`src/hw/swm_defs.svh`:
```
// Purpose: constants of the sleep/wake mode controller
// Assumes: 100 MHz clock
// Notes:   times in microseconds, cycle counts derived in the modules
`ifndef SWM_DEFS_SVH
`define SWM_DEFS_SVH
`define SWM_CLK_MHZ        100
`define SWM_T_STARTUP_US   4000
`define SWM_T_IGN_DEB_US   160
`define SWM_T_BUS_US       100
`define SWM_T_MON_US       10000
`define SWM_CNT_W          24
`define SWM_SRC_NONE       2'h0
`define SWM_SRC_IGN        2'h2
`define SWM_SRC_LIN        2'h3
`define SWM_RST_LIN_EN     1'h0
`define SWM_RST_DIV_EN     1'h0
`define SWM_RST_CS_EN      1'h0
`define SWM_RST_CS_STATIC  1'h0
`define SWM_RST_WD_DIS     1'h0
`endif

```
`src/hw/swm_pkg.sv`:
```
// Purpose: types of the sleep/wake mode controller
// Assumes: constants live in swm_defs.svh
// Notes:   none
package swm_pkg;
	typedef enum logic [2:0] {ST_OFF, ST_RAMP, ST_HOLD, ST_ACTIVE, ST_SLEEP} swm_mode_t;
	typedef enum logic [1:0] {LW_IDLE, LW_MON, LW_LOCK} swm_lin_t;
endpackage : swm_pkg

```
`src/hw/swm_wake_if.sv`:
```
// Purpose: carrier between mode controller and wake detector
// Assumes: single clock
// Notes:   wake strobes are one-cycle pulses
`timescale 1ns/1ps
`default_nettype none
interface swm_wake_if;
	logic sleepEn;
	logic linWake;
	logic ignWake;
	logic rxOn;
	modport det (input sleepEn, output linWake, output ignWake, output rxOn);
	modport ctl (output sleepEn, input linWake, input ignWake, input rxOn);
endinterface : swm_wake_if
`default_nettype wire

```
`src/hw/swm_sleep_wake_ctrl.sv`:
```
// Purpose: operating mode controller, power-up, sleep and wake sequencing
// Assumes: comparator and spi decode inputs synchronous to clk
// Notes:   reset and interrupt pins are open drain, oe high pulls low
//
// Function
// - supply good loads configuration defaults, then active mode
// - after power-up lin and switches off, watchdog from divider pin strap
// - in active mode config bits enable lin, divider and watchdog
// - active low-power only when every peripheral and spi is idle
// - sleep entered only by a configuration write
// - sleep turns off lin, watchdog, dividers, switches and regulator
// - only lin or ignition wake, or supply loss, leaves sleep
// - lin wake is falling edge, dominant for bus time, rising edge
// - lin wake gives regulator on, transceiver off, slave termination on
// - wake pulls interrupt low and records source in status
// - status returned in same transfer as config write; lin wake reads 11
// - ignition wake reads source bits 10
// - ignition must stay high for debounce time, shorter pulse ignored
// - ignition wake needs no preceding falling edge
// - wake enables regulator, then startup timer holds reset low
// - spi usable only from reset output rising edge
// - lin receiver powered only for a bounded monitoring time
// - after monitor expiry bus must rise above pre-wake high again
// - after a short ends monitoring, a rising edge wakes directly
// - interrupt stays low until the end of the next spi command
`timescale 1ns/1ps
`default_nettype none
`include "swm_defs.svh"
module swm_sleep_wake_ctrl #(
	parameter int unsigned CNT_W       = `SWM_CNT_W,
	parameter int unsigned STARTUP_CYC = `SWM_T_STARTUP_US * `SWM_CLK_MHZ,
	parameter int unsigned BUS_CYC     = `SWM_T_BUS_US * `SWM_CLK_MHZ,
	parameter int unsigned MON_CYC     = `SWM_T_MON_US * `SWM_CLK_MHZ,
	parameter int unsigned DEB_CYC     = `SWM_T_IGN_DEB_US * `SWM_CLK_MHZ
) (
	input  wire logic        clk,
	input  wire logic        arst_n,
	input  wire logic        supplyOk,
	input  wire logic        vccValid,
	input  wire logic        linDominant,
	input  wire logic        linAbovePreHigh,
	input  wire logic        ignitionWakeIn,
	input  wire logic        dividerPinLevel,
	input  wire logic        cfgWrStb,
	input  wire logic        cfgSleepReq,
	input  wire logic        cfgLinEnable,
	input  wire logic        cfgDividerEnable,
	input  wire logic        cfgWatchdogDisable,
	input  wire logic        cfgCurrentSourceEnable,
	input  wire logic        cfgCurrentSourceStaticOn,
	input  wire logic        sourcePulseIn,
	input  wire logic        spiSelectN,
	input  wire logic        spiFrameEnd,
	input  wire logic        resetOutNIn,
	input  wire logic        irqOutNIn,
	output logic             regulatorEnable,
	output logic             linTransceiverEnable,
	output logic             dividerEnable,
	output logic             watchdogRun,
	output logic             switchIfEnable,
	output logic             slaveTermOn,
	output logic             linRxMonitor,
	output logic             resetOutNOut,
	output logic             resetOutNOe,
	output logic             irqOutNOut,
	output logic             irqOutNOe,
	output logic             spiReady,
	output logic             irqSourceHi,
	output logic             irqSourceLo,
	output logic             irqPinLow,
	output logic             activeLowPower,
	output swm_pkg::swm_mode_t modeState
);
	import swm_pkg::*;

	swm_wake_if              wk ();

	swm_mode_t               mode_r;
	logic [CNT_W-1:0]        holdCnt_r;
	logic                    linEn_r;
	logic                    divEn_r;
	logic                    csEn_r;
	logic                    csStatic_r;
	logic                    wdDis_r;
	logic                    regulatorEnable_r;
	logic                    linTransceiverEnable_r;
	logic                    dividerEnable_r;
	logic                    watchdogRun_r;
	logic                    switchIfEnable_r;
	logic                    slaveTermOn_r;
	logic                    linRxMonitor_r;
	logic                    resetOutNOe_r;
	logic                    irqPend_r;
	logic                    spiReady_r;
	logic                    irqSourceHi_r;
	logic                    irqSourceLo_r;
	logic                    irqPinLow_r;
	logic                    activeLowPower_r;
	logic                    zero_r;
	logic                    cfgAccept;
	logic                    sleepCmd;
	logic                    wakeLin;
	logic                    wakeIgn;
	logic                    reportDone;
	logic                    isActive;
	logic                    isPowered;
	logic                    srcLoad;

	// wake detection lives in its own module, only armed in sleep
	swm_wake_detect #(
		.CNT_W   (CNT_W),
		.BUS_CYC (BUS_CYC),
		.MON_CYC (MON_CYC),
		.DEB_CYC (DEB_CYC)
	) u_detect (
		.clk             (clk),
		.arst_n          (arst_n),
		.linDominant     (linDominant),
		.linAbovePreHigh (linAbovePreHigh),
		.ignitionWakeIn  (ignitionWakeIn),
		.wk              (wk.det)
	);

	assign wk.sleepEn = (mode_r == ST_SLEEP);

	// qualified events
	assign isActive   = (mode_r == ST_ACTIVE);
	assign isPowered  = (mode_r == ST_RAMP) || (mode_r == ST_HOLD) || isActive;
	assign cfgAccept  = cfgWrStb && spiReady_r;
	assign sleepCmd   = cfgAccept && cfgSleepReq;
	assign wakeLin    = wk.sleepEn && wk.linWake;
	assign wakeIgn    = wk.sleepEn && wk.ignWake && !wk.linWake;
	assign reportDone = spiFrameEnd && spiReady_r;
	assign srcLoad    = wakeLin || wakeIgn;

	// mode sequencer
	always_ff @(posedge clk or negedge arst_n) begin
		if (!arst_n) begin
			mode_r    <= ST_OFF;
			holdCnt_r <= '0;
		end else if (!supplyOk) begin
			mode_r    <= ST_OFF;
			holdCnt_r <= '0;
		end else begin
			case (mode_r)
				ST_OFF: begin
					mode_r <= ST_RAMP;
				end
				ST_RAMP: begin
					holdCnt_r <= '0;
					if (vccValid) begin
						mode_r <= ST_HOLD;
					end
				end
				ST_HOLD: begin
					holdCnt_r <= holdCnt_r + 1'b1;
					if (!vccValid) begin
						mode_r <= ST_RAMP;
					end else if (holdCnt_r == CNT_W'(STARTUP_CYC - 1)) begin
						mode_r <= ST_ACTIVE;
					end
				end
				ST_ACTIVE: begin
					// undervoltage on vcc restarts the reset hold
					if (!vccValid) begin
						mode_r <= ST_RAMP;
					end else if (sleepCmd) begin
						mode_r <= ST_SLEEP;
					end
				end
				default: begin
					if (srcLoad) begin
						mode_r <= ST_RAMP;
					end
				end
			endcase
		end
	end

	// configuration bits: defaults at power-up, strap during reset hold
	always_ff @(posedge clk or negedge arst_n) begin
		if (!arst_n) begin
			linEn_r    <= `SWM_RST_LIN_EN;
			divEn_r    <= `SWM_RST_DIV_EN;
			csEn_r     <= `SWM_RST_CS_EN;
			csStatic_r <= `SWM_RST_CS_STATIC;
			wdDis_r    <= `SWM_RST_WD_DIS;
		end else if (mode_r == ST_OFF) begin
			linEn_r    <= `SWM_RST_LIN_EN;
			divEn_r    <= `SWM_RST_DIV_EN;
			csEn_r     <= `SWM_RST_CS_EN;
			csStatic_r <= `SWM_RST_CS_STATIC;
			wdDis_r    <= `SWM_RST_WD_DIS;
		end else if (mode_r == ST_RAMP || mode_r == ST_HOLD) begin
			wdDis_r <= dividerPinLevel;
		end else if (sleepCmd) begin
			// woken part comes back with lin and switches off
			linEn_r <= 1'b0;
			divEn_r <= 1'b0;
			csEn_r  <= 1'b0;
		end else if (cfgAccept && isActive) begin
			linEn_r    <= cfgLinEnable;
			divEn_r    <= cfgDividerEnable;
			csEn_r     <= cfgCurrentSourceEnable;
			csStatic_r <= cfgCurrentSourceStaticOn;
			wdDis_r    <= cfgWatchdogDisable;
		end
	end

	// peripheral enables follow mode and configuration
	always_ff @(posedge clk or negedge arst_n) begin
		if (!arst_n) begin
			regulatorEnable_r      <= 1'b0;
			linTransceiverEnable_r <= 1'b0;
			dividerEnable_r        <= 1'b0;
			watchdogRun_r          <= 1'b0;
			switchIfEnable_r       <= 1'b0;
			slaveTermOn_r          <= 1'b0;
			linRxMonitor_r         <= 1'b0;
		end else begin
			regulatorEnable_r      <= isPowered;
			linTransceiverEnable_r <= isActive && linEn_r;
			dividerEnable_r        <= isActive && divEn_r;
			watchdogRun_r          <= isActive && !wdDis_r;
			switchIfEnable_r       <= isActive && csEn_r && (csStatic_r || sourcePulseIn);
			slaveTermOn_r          <= isPowered;
			linRxMonitor_r         <= wk.sleepEn && wk.rxOn;
		end
	end

	// low-power flag: any running peripheral or spi select spoils it
	always_ff @(posedge clk or negedge arst_n) begin
		if (!arst_n) begin
			activeLowPower_r <= 1'b0;
		end else begin
			activeLowPower_r <= isActive && !linEn_r && !divEn_r && wdDis_r && spiSelectN
				&& !(csEn_r && (csStatic_r || sourcePulseIn));
		end
	end

	// reset output held low outside active; spi opens after the pin rises
	always_ff @(posedge clk or negedge arst_n) begin
		if (!arst_n) begin
			resetOutNOe_r <= 1'b1;
			spiReady_r    <= 1'b0;
		end else begin
			resetOutNOe_r <= !isActive;
			// a slow external pull-up delays spi, never the reverse
			spiReady_r    <= isActive && !resetOutNOe_r && resetOutNIn;
		end
	end

	// wake source latch; a new wake wins over a same-cycle report
	always_ff @(posedge clk or negedge arst_n) begin
		if (!arst_n) begin
			irqSourceHi_r <= 1'b0;
			irqSourceLo_r <= 1'b0;
		end else if (wakeLin) begin
			{irqSourceHi_r, irqSourceLo_r} <= `SWM_SRC_LIN;
		end else if (wakeIgn) begin
			{irqSourceHi_r, irqSourceLo_r} <= `SWM_SRC_IGN;
		end else if (reportDone) begin
			{irqSourceHi_r, irqSourceLo_r} <= `SWM_SRC_NONE;
		end
	end

	// interrupt request until the frame that carries the source ends
	always_ff @(posedge clk or negedge arst_n) begin
		if (!arst_n) begin
			irqPend_r <= 1'b0;
		end else if (srcLoad) begin
			irqPend_r <= 1'b1;
		end else if (reportDone) begin
			irqPend_r <= 1'b0;
		end
	end

	// pin readback and constant low drive level of the open-drain pins
	always_ff @(posedge clk or negedge arst_n) begin
		if (!arst_n) begin
			irqPinLow_r <= 1'b0;
			zero_r      <= 1'b0;
		end else begin
			irqPinLow_r <= !irqOutNIn;
			zero_r      <= 1'b0;
		end
	end

	assign regulatorEnable      = regulatorEnable_r;
	assign linTransceiverEnable = linTransceiverEnable_r;
	assign dividerEnable        = dividerEnable_r;
	assign watchdogRun          = watchdogRun_r;
	assign switchIfEnable       = switchIfEnable_r;
	assign slaveTermOn          = slaveTermOn_r;
	assign linRxMonitor         = linRxMonitor_r;
	assign resetOutNOut         = zero_r;
	assign resetOutNOe          = resetOutNOe_r;
	assign irqOutNOut           = zero_r;
	assign irqOutNOe            = irqPend_r;
	assign spiReady             = spiReady_r;
	assign irqSourceHi          = irqSourceHi_r;
	assign irqSourceLo          = irqSourceLo_r;
	assign irqPinLow            = irqPinLow_r;
	assign activeLowPower       = activeLowPower_r;
	assign modeState            = mode_r;
endmodule : swm_sleep_wake_ctrl
`default_nettype wire

```
`src/hw/swm_wake_detect.sv`:
```
// Purpose: lin and ignition wake detection during sleep
// Assumes: bus comparator levels synchronous to clk
// Notes:   all state except shortSeen_r and prevDom_r cleared while not asleep
`timescale 1ns/1ps
`default_nettype none
`include "swm_defs.svh"
module swm_wake_detect #(
	parameter int unsigned CNT_W   = `SWM_CNT_W,
	parameter int unsigned BUS_CYC = `SWM_T_BUS_US * `SWM_CLK_MHZ,
	parameter int unsigned MON_CYC = `SWM_T_MON_US * `SWM_CLK_MHZ,
	parameter int unsigned DEB_CYC = `SWM_T_IGN_DEB_US * `SWM_CLK_MHZ
) (
	input  wire logic     clk,
	input  wire logic     arst_n,
	input  wire logic     linDominant,
	input  wire logic     linAbovePreHigh,
	input  wire logic     ignitionWakeIn,
	swm_wake_if.det       wk
);
	import swm_pkg::*;

	swm_lin_t             linSt_r;
	logic [CNT_W-1:0]     monCnt_r;
	logic [CNT_W-1:0]     domCnt_r;
	logic [CNT_W-1:0]     ignCnt_r;
	logic                 prevDom_r;
	logic                 shortSeen_r;
	logic                 linWake_r;
	logic                 ignWake_r;

	assign wk.linWake = linWake_r;
	assign wk.ignWake = ignWake_r;
	assign wk.rxOn    = (linSt_r == LW_MON);

	// previous bus level, reset dominant so entry is never an edge
	always_ff @(posedge clk or negedge arst_n) begin
		if (!arst_n) begin
			prevDom_r <= 1'b1;
		end else begin
			prevDom_r <= linDominant;
		end
	end

	// lin monitor: receiver only powered for a bounded window
	always_ff @(posedge clk or negedge arst_n) begin
		if (!arst_n) begin
			linSt_r     <= LW_IDLE;
			monCnt_r    <= '0;
			domCnt_r    <= '0;
			shortSeen_r <= 1'b0;
			linWake_r   <= 1'b0;
		end else if (!wk.sleepEn) begin
			linSt_r   <= LW_IDLE;
			monCnt_r  <= '0;
			domCnt_r  <= '0;
			linWake_r <= 1'b0;
		end else begin
			linWake_r <= 1'b0;
			case (linSt_r)
				LW_IDLE: begin
					monCnt_r <= '0;
					domCnt_r <= '0;
					if (!linAbovePreHigh) begin
						linSt_r <= LW_MON;
					end
				end
				LW_MON: begin
					monCnt_r <= monCnt_r + 1'b1;
					if (!linDominant && prevDom_r && domCnt_r >= CNT_W'(BUS_CYC)) begin
						linWake_r <= 1'b1;
						linSt_r   <= LW_IDLE;
					end else if (monCnt_r == CNT_W'(MON_CYC - 1)) begin
						linSt_r     <= LW_LOCK;
						shortSeen_r <= linDominant;
					end else if (linAbovePreHigh && !linDominant) begin
						linSt_r <= LW_IDLE;
					end
					// dominant time only counts after a falling edge
					if (linDominant && !prevDom_r) begin
						domCnt_r <= CNT_W'(1);
					end else if (linDominant && domCnt_r != '0 && domCnt_r != '1) begin
						domCnt_r <= domCnt_r + 1'b1;
					end else if (!linDominant) begin
						domCnt_r <= '0;
					end
				end
				default: begin
					// bus must come back above pre-wake high first
					if (linAbovePreHigh) begin
						linWake_r <= shortSeen_r;
						linSt_r   <= LW_IDLE;
					end
				end
			endcase
		end
	end

	// ignition debounce: level alone, no edge needed
	always_ff @(posedge clk or negedge arst_n) begin
		if (!arst_n) begin
			ignCnt_r  <= '0;
			ignWake_r <= 1'b0;
		end else begin
			ignWake_r <= 1'b0;
			if (!wk.sleepEn || !ignitionWakeIn) begin
				ignCnt_r <= '0;
			end else if (ignCnt_r != CNT_W'(DEB_CYC)) begin
				ignCnt_r <= ignCnt_r + 1'b1;
				if (ignCnt_r == CNT_W'(DEB_CYC - 1)) begin
					ignWake_r <= 1'b1;
				end
			end
		end
	end
endmodule : swm_wake_detect
`default_nettype wire

```
`config.mk`:
```
export PLATFORM = sky130hd
export DESIGN_NAME = swm_sleep_wake_ctrl
export DESIGN_NICKNAME = d
export VERILOG_FILES = /design/src/hw/swm_pkg.sv /design/src/hw/swm_wake_if.sv /design/src/hw/swm_sleep_wake_ctrl.sv /design/src/hw/swm_wake_detect.sv
export VERILOG_INCLUDE_DIRS = /design/src /design/src/hw
export SDC_FILE = /design/constraint.sdc
export NUM_CORES = 1
export LEC_CHECK = 0
export BUFFER_PORTS_ARGS = -buffer_cell sky130_fd_sc_hd__buf_2
export CORE_MARGIN = 2
export CORE_UTILIZATION = 59
export CTS_CLUSTER_DIAMETER = 80
export CTS_CLUSTER_SIZE = 12
export DETAILED_ROUTE_END_ITERATION = 7
export PLACE_DENSITY = 0.79
export SETUP_SLACK_MARGIN = 0.05
export SLEW_MARGIN = 20
export SYNTH_ARGS = -nofsm -noshare
export SYNTH_HDL_FRONTEND = slang
export SYNTH_HIERARCHICAL = 1
export SYNTH_SLANG_ARGS = --single-unit
```
`constraint.sdc`:
```
create_clock -name clk -period 4.1 [get_ports clk]
set_input_delay 0.41 -clock clk [delete_from_list [all_inputs] [get_ports clk]]
set_output_delay 0.41 -clock clk [all_outputs]
set_load 0.03 [all_outputs]
```
==> metrics.md, run 1 <==
| Metric | Value |
|---|---|
| Status | `completed` |
| Worst Path Arrival | `3660 ps` |
| Unique masters post-synth | `75` |
| # fillers | `928` |
| Period Utilization, post-route | `80.35%` |
| Die X | `112.1 um` |
| Via density | `6.599` |
| Resized cells post-CTS | `0` |
| Required @ worst endpoint | `4460 ps` |
| Initial DRT Pass Iterations | `6` |
| DRT iter0 DRCs | `700` |
| Most frequent cells in the layout | `120 x dfrtp_1, 97 x nand2_1, 55 x nand3_1, 54 x o21ai_0, 41 x nor2_1` |
| Mean Syn Cell Area | `about 9 sq um` |
| Commonest non-fill, non-tap cell in the layout | `dfrtp_1` |
| Max FO, Critical Path | `28` |
| CTS tree | `done` |
| #FFs+latches synth | `122` |
| Total routed wirelength | `16.02 mm` |
| Worst flop-to-flop path startpoint | `modeState[1]` |
| Clk_skew | `4.814 ps` |
| IO buf count | `36` |
| Final total power | `roughly 2800 uW` |
| Clk sinks | `122` |
| GR Overflow Total | `0` |
| CORE AREA | `~0.011 sq mm` |
| Worst Setup Start Kind | `flop` |
| Worst setup margin | `between 800 and 900 ps` |
| RSZ-0062 raised after global routing | `false` |
| DRC Markers | `0` |
| Starting Density | `60.42%` |
| Ys flop type | `dfrtp_1` |
| Least-Margin Pin Slew | `977.0 ps` |
| IO Count | `39` |
| Register-to-register setup slack | `about 810 ps` |
| ANT cells | `0` |
| Vias | `about 6000` |
| Post-synth ARST share | `100.0%` |
| CTS Hold Bufs | `0` |
| Setup violators final | `0` |
| Sw frac | `24.88%` |
| Register share of total power | `44.2%` |
| Initial antenna violation count | `1` |
| Setup tns final | `0 ps` |
| Slew headroom | `34.69%` |
| Die area | `between 0.01 and 0.015 sq mm` |
| Rows | `39` |
| CTS H-tree depth | `4` |
| Comb pwr share | `3.9%` |
| Vias in the first global route | `5729` |
| R2R depth | `8` |
| Worst R2R End | `u_detect/domCnt_r[19]` |
| Pre-CTS setup slack | `between 900 and 1000 ps` |
| Sequential-to-total area share from yosys stat | `~44%` |
| Layout net count | `805` |
| Gr usage total | `26.22%` |
| Peak Freq | `0.3036 GHz` |
| Number of flops mapped to enable cells by yosys | `0` |
| Yosys warnings | `6` |
| Area growth syn-to-layout | `10.66%` |
| CTS root buffer | `clkbuf_16` |
| Worst-skew pair later-pin latency | `430 ps` |
| Routability cong. | `roughly 0.85` |
| Clock share of power | `~52%` |
| Avg WL per Cell | `17.13 um` |
| Largest net degree at the start of global routing | `58` |
| DR WL met2 | `a little under 8 mm` |
| Synthesized cell area | `0.006899 sq mm` |
| Min cycle time layout | `around 3300 ps` |
| Top sig layer | `met4` |
| Setup CP Type | `flop to flop` |
| VDD IR-drop max | `about 0.37 mV` |
| Pint | `2092 uW` |
| Met3 wire length | `832 um` |
| Cells after Synth | `765` |
| Final hold violation count | `0` |
| Leakage power total | `about 0.0032 uW` |
| Total CTS buffers | `17` |
| PwrDens | `364.7 mW/mm^2` |
| P_sw | `692.7 uW` |
| Die Span Y | `112.1 um` |
| Post-CTS setup buffers | `0` |
| Met1 wire length | `6.922 mm` |
| Post-detail-place hpwl | `between 10 and 15 mm` |
| ANT nets after route | `0` |
| Layout cells sized above 1 | `roughly 12%` |
| Fin. max-slew vios | `0` |
| HP Class | `input pin to async pin` |
| CP Capture Type | `flop` |
| MaxCap Viol Count | `0` |
| Clk pin slew, worst setup/hold paths | `60 ps` |
| Max clock buf depth | `2` |
| First-pass GRT wire length | `26.85 mm` |
==> cells by family (layout without fill, tap and decap cells) <==
group	after synthesis	after routing	share of synthesized area, %
and+or+nand+nor	361	361	29.62
adders and majority gates	6	6	1.088
buffers and inverters	71	97	4.661
AOI/OAI and AO/OA	178	178	16.88
xor gates and xnor gates	20	20	2.539
other	1	2	0.05435
DFF	122	122	44.29
muxes	6	6	0.8705
==> flip-flops by register name, indices dropped and copies added (netlist names), 2 cells and up <==
signal	cells
u_detect/ignCnt_r	24
u_detect/domCnt_r	24
u_detect/linSt_r	2
holdCnt_r	24
modeState	3
u_detect/monCnt_r	24
==> worst max path at each step <==
stage | from | to | slack, ps | cells past startpoint
6_report | modeState[1] | u_detect/domCnt_r[19] | 810 | 8
2_1_floorplan | modeState[0] | u_detect/domCnt_r[23] | 1720 | 11
3_5_place_dp | modeState[1] | u_detect/domCnt_r[19] | 920 | 8
4_1_cts | modeState[1] | u_detect/domCnt_r[19] | 900 | 8
5_1_grt | modeState[1] | u_detect/domCnt_r[17] | 570 | 8
3_3_place_gp | modeState[1] | u_detect/domCnt_r[19] | 1060 | 8
==> per-stage QoR <==
stage	hold slack [ps]	cell area [sq um]	util, %	cells
2_1_floorplan	114.4	6903	-	766
3_3_place_gp	483.9	7067	61.89	903
3_5_place_dp	495.8	7067	61.89	903
4_1_cts	57.18	7635	66.86	935
5_1_grt	101.1	7635	66.86	935
6_report	40.23	7635	66.86	935
==> power groups by stage <==
stage | Combinational [uW] | Sequential [uW] | Clock [uW]
global route | 122 | 1230 | 1530
floorplan | 54.8 | 1250 | 0
global placement | 106 | 1250 | 0
finish | 108 | 1230 | 1450
CTS | 109 | 1230 | 1460
detailed placement | 109 | 1250 | 0
==> cell usage after synthesis, drive strengths merged (11+ instances only) <==
| master | n | area [sq um] |
|---|---|---|
| dfrtp | 120 | 3003 |
| nand2 | 97 | 364.1 |
| nand3 | 60 | 340.3 |
| o21ai | 56 | 280.3 |
| nor2 | 43 | 166.4 |
| a21oi | 36 | 180.2 |
| nand4 | 33 | 249.0 |
| clkbuf | 27 | 105.1 |
| nor4 | 27 | 214.0 |
| inv | 25 | 93.84 |
| and3 | 22 | 138.9 |
| buf | 19 | 122.6 |
| a31oi | 16 | 100.1 |
| o311ai | 14 | 122.6 |
| nor3 | 13 | 65.06 |
| nand2b | 11 | 68.82 |
| o211ai | 11 | 82.58 |
| or4 | 11 | 82.58 |
| xor2 | 11 | 96.34 |
==> area by class of cell <==
| type | count | area, sq um | area share, % |
|---|---|---|---|
| Sequential cell | 122 | 3055 | 40.02 |
| Clock inverter | 15 | 142.6 | 1.868 |
| Inverter | 25 | 93.84 | 1.229 |
| Tap cell | 143 | 178.9 | 2.343 |
| Timing Repair Buffer | 40 | 212.7 | 2.786 |
| Multi-Input combinational cell | 573 | 3526 | 46.18 |
| Clock buffer | 17 | 425.4 | 5.572 |
==> per-layer routing <==
metal / up-vias / GRT usage [%]
li1: 2893 / -
met4: 0 / 11.38
met3: 27 / 6.210
met1: 3060 / 33.82
met2: 190 / 42.61
met5: - / 0
==> worst max-delay path, stage by stage, from the launching register on <==
cell and delay (ps):
dfrtp_1 570, nor2_1 290, nand2_1 110, inv_1 230, and3b_1 190, buf_4 270
nand3_1 720, or4_1 740, nand3_1 100
No activity file was read; power rests on OpenSTA's default activity.
==> run 2, diff against run 1 <==
==> constraint.sdc (replaced) <==
create_clock -name clk -period 3.1 [get_ports clk]
set_input_delay 0.31 -clock clk [delete_from_list [all_inputs] [get_ports clk]]
set_output_delay 0.31 -clock clk [all_outputs]
set_load 0.03 [all_outputs]
==> metrics.md, run 2 (synthesis results as in run 1) <==
| Metric | Value |
|---|---|
| Status | `completed` |
| Post-detail-place hpwl | `10.33 mm (about the same)` |
| RSZ-0062 raised after global routing | `false` |
| Routability cong. | `0.8891 (+5.0%)` |
| Total CTS buffers | `17 (unchanged)` |
| Die X | `112.1 um (unchanged)` |
| ANT nets after route | `0 (unchanged)` |
| Required @ worst endpoint | `3440 ps (-1020 ps)` |
| Max FO, Critical Path | `25 (-11%)` |
| Gr usage total | `26.37% (+0.14 points)` |
| Area growth syn-to-layout | `10.99%` |
| Clk pin slew, worst setup/hold paths | `60 ps (about the same)` |
| Crit path max-delay family | `simple AND/OR/NAND/NOR gates` |
| Most Used Layer, Global Route | `met2` |
| Via density | `6.463 (-2.1%)` |
| Crit-path max cell delay | `750 ps (about the same)` |
| Period Utilization, post-route | `82.21% (+1.9 points)` |
| GR Overflow Total | `0 (unchanged)` |
| Vias in the first global route | `5836 (+1.9%)` |
| Post-CTS setup buffers | `0 (unchanged)` |
| Critical path's slowest cell | `and3_1` |
| Worst Path Arrival | `2890 ps (-770 ps)` |
| Buffer and inverter count on the worst path | `1 (-1)` |
| Slew headroom | `41.39% (+6.7 points)` |
| Resized cells post-CTS | `0 (unchanged)` |
| CTS H-tree depth | `4 (unchanged)` |
| Largest net degree at the start of global routing | `77 (+33%)` |
| Setup tns final | `0 ps (unchanged)` |
| Fin. max-slew vios | `0 (unchanged)` |
| Setup CP Type | `flop to flop` |
| # fillers | `917 (-1.2%)` |
| VDD IR-drop max | `0.6646 mV (+80%)` |
| Die area | `0.01257 sq mm (unchanged)` |
| Pre-CTS setup slack | `694.4 ps (-227.2 ps)` |
| Max clock buf depth | `2 (unchanged)` |
| PwrDens | `462.9 mW/mm^2 (+27%)` |
| Die Span Y | `112.1 um (unchanged)` |
| Worst Setup Start Kind | `flop` |
| Initial DRT Pass Iterations | `5 (-1)` |
| Total routed wirelength | `16.02 mm (about the same)` |
| Met1 usage | `34.45% (+0.63 points)` |
| Clk_skew | `7.382 ps (+2.568 ps)` |
| Rows | `39 (unchanged)` |
| IO Count | `39 (unchanged)` |
| ANT cells | `0 (unchanged)` |
| Clk sinks | `122 (unchanged)` |
| CTS root buffer | `clkbuf_16` |
| CP Capture Type | `flop` |
| Layout cells sized above 1 | `12.66% (+0.28 points)` |
| Leakage power total | `0.003243 uW (+0.42%)` |
| Avg WL per Cell | `17.03 um (-0.59%)` |
| Final hold violation count | `0 (unchanged)` |
| Worst-skew pair later-pin latency | `420 ps (about the same)` |
| First-pass GRT wire length | `27.30 mm (+1.6%)` |
| Commonest non-fill, non-tap cell in the layout | `dfrtp_1` |
| Worst setup margin | `551.5 ps (-254.3 ps)` |
| Starting Density | `60.42% (unchanged)` |
| Dpl cell area | `0.007117 sq mm (+0.71%)` |
| Least-Margin Pin Slew | `871.1 ps (-105.9 ps)` |
| Vias | `6082 (-1.4%)` |
| Min cycle time layout | `2548 ps (-745.7 ps)` |
| Setup violators final | `0 (unchanged)` |
| Most frequent CP cell | `nand2_1` |
| DRC Markers | `0 (unchanged)` |
| CTS tree | `done` |
| CP cell instances | `nor2_1 > nand2_1 > inv_1 > and3b_1 > and3_1 > o311ai_0 > nand2_1` |
| Most frequent cells in the layout | `120 x dfrtp_1, 97 x nand2_1, 55 x nand3_1, 54 x o21ai_0, 41 x nor2_1` |
| CORE AREA | `0.01142 sq mm (unchanged)` |
| DRT iter0 DRCs | `567 (-19%)` |
| Peak Freq | `0.3924 GHz (+29%)` |
| Met2 GRT Util | `43.21% (+0.60 points)` |
| Met3 layer usage reported by global route | `5.940% (-0.27 points)` |
| Initial antenna violation count | `0 (-1)` |
| IO buf count | `36 (unchanged)` |
| MaxCap Viol Count | `0 (unchanged)` |
| Layout net count | `811 (+0.75%)` |
| Worst hold slack | `39.12 ps (-1.108 ps)` |
| Final Instance Area | `0.007657 sq mm (+0.29%)` |
| HP Class | `input pin to flop` |
| Final total power | `3544 uW (+27%)` |
run 2: changes by cell type in the layout (fill, tap and decap cells not counted):
cell / before / now
buf_4: 5 / 9
clkbuf_1: 0 / 2
inv_6: 5 / 3
buf_12: 0 / 1
bufinv_16: 1 / 0
clkinv_2: 2 / 3
clkinv_4: 2 / 3
dlygate4sd3_1: 0 / 1
inv_8: 1 / 0
run 2: worst register-to-register path, delay by kind of cell, from the launching register on:
kind | cells | cell delay, ps
and+or+nand+nor | 5 | 1550
AOI/OAI and AO/OA | 1 | 340
buffers and inverters | 1 | 210
DFF | 1 | 370
run 2: power by group:
part	switching [uW]	internal, uW	total, uW	leakage, uW
Combinational	111	45.9	157	0.00131
Clock	743	1020	1770	0.000250
Sequential	10.1	1610	1620	0.00168
Total	865	2680	3540	0.00324
run 2: area by class of cell:
| type | count | area (sq um) | share of cell area, % |
|---|---|---|---|
| Tap cell | 143 | 178.9 | 2.337 |
| Clock buffer | 19 | 432.9 | 5.654 |
| Sequential cell | 122 | 3055 | 39.90 |
| Inverter | 25 | 93.84 | 1.225 |
| Clock inverter | 13 | 97.59 | 1.275 |
| Timing Repair Buffer | 46 | 272.8 | 3.562 |
| Multi-Input combinational cell | 573 | 3526 | 46.05 |
run 2: per-layer routing:
metal	wire, um	share of wire, %
met1	6964	43
met2	8031	50
met3	766	4.8
met4	261	1.6
met5	0	0
run 2: repair_timing:
| item | 4_1_cts | 5_1_grt |
|---|---|---|
| setup endpoints to repair | 0 | 0 |
| endpoints found under the hold margin | 46 | 0 |
| hold buffers | 1 | 0 |
run 2: path summary, 6_finish.rpt:
path | from | depth (start not counted) | endpoint | slack [ps]
hold / removal | irqOutNIn | 2 | irqPinLow | 40
setup reg to reg | modeState[1] | 7 | u_detect/domCnt_r[11] | 550
setup / recovery | modeState[1] | 7 | u_detect/domCnt_r[11] | 550
hold reg to reg | wdDis_r | 1 | watchdogRun | 480
min in group asynchronous | arst_n | 2 | holdCnt_r[17] | 450
max in group asynchronous | arst_n | 3 | u_detect/prevDom_r | 1790
run 2: stage by stage:
stage	std cells	utilization [%]
after floorplan	766	-
after global routing	941	67.06
after CTS	941	67.06
after detailed placement	908	62.33
after global placement	908	62.33
final	941	67.06
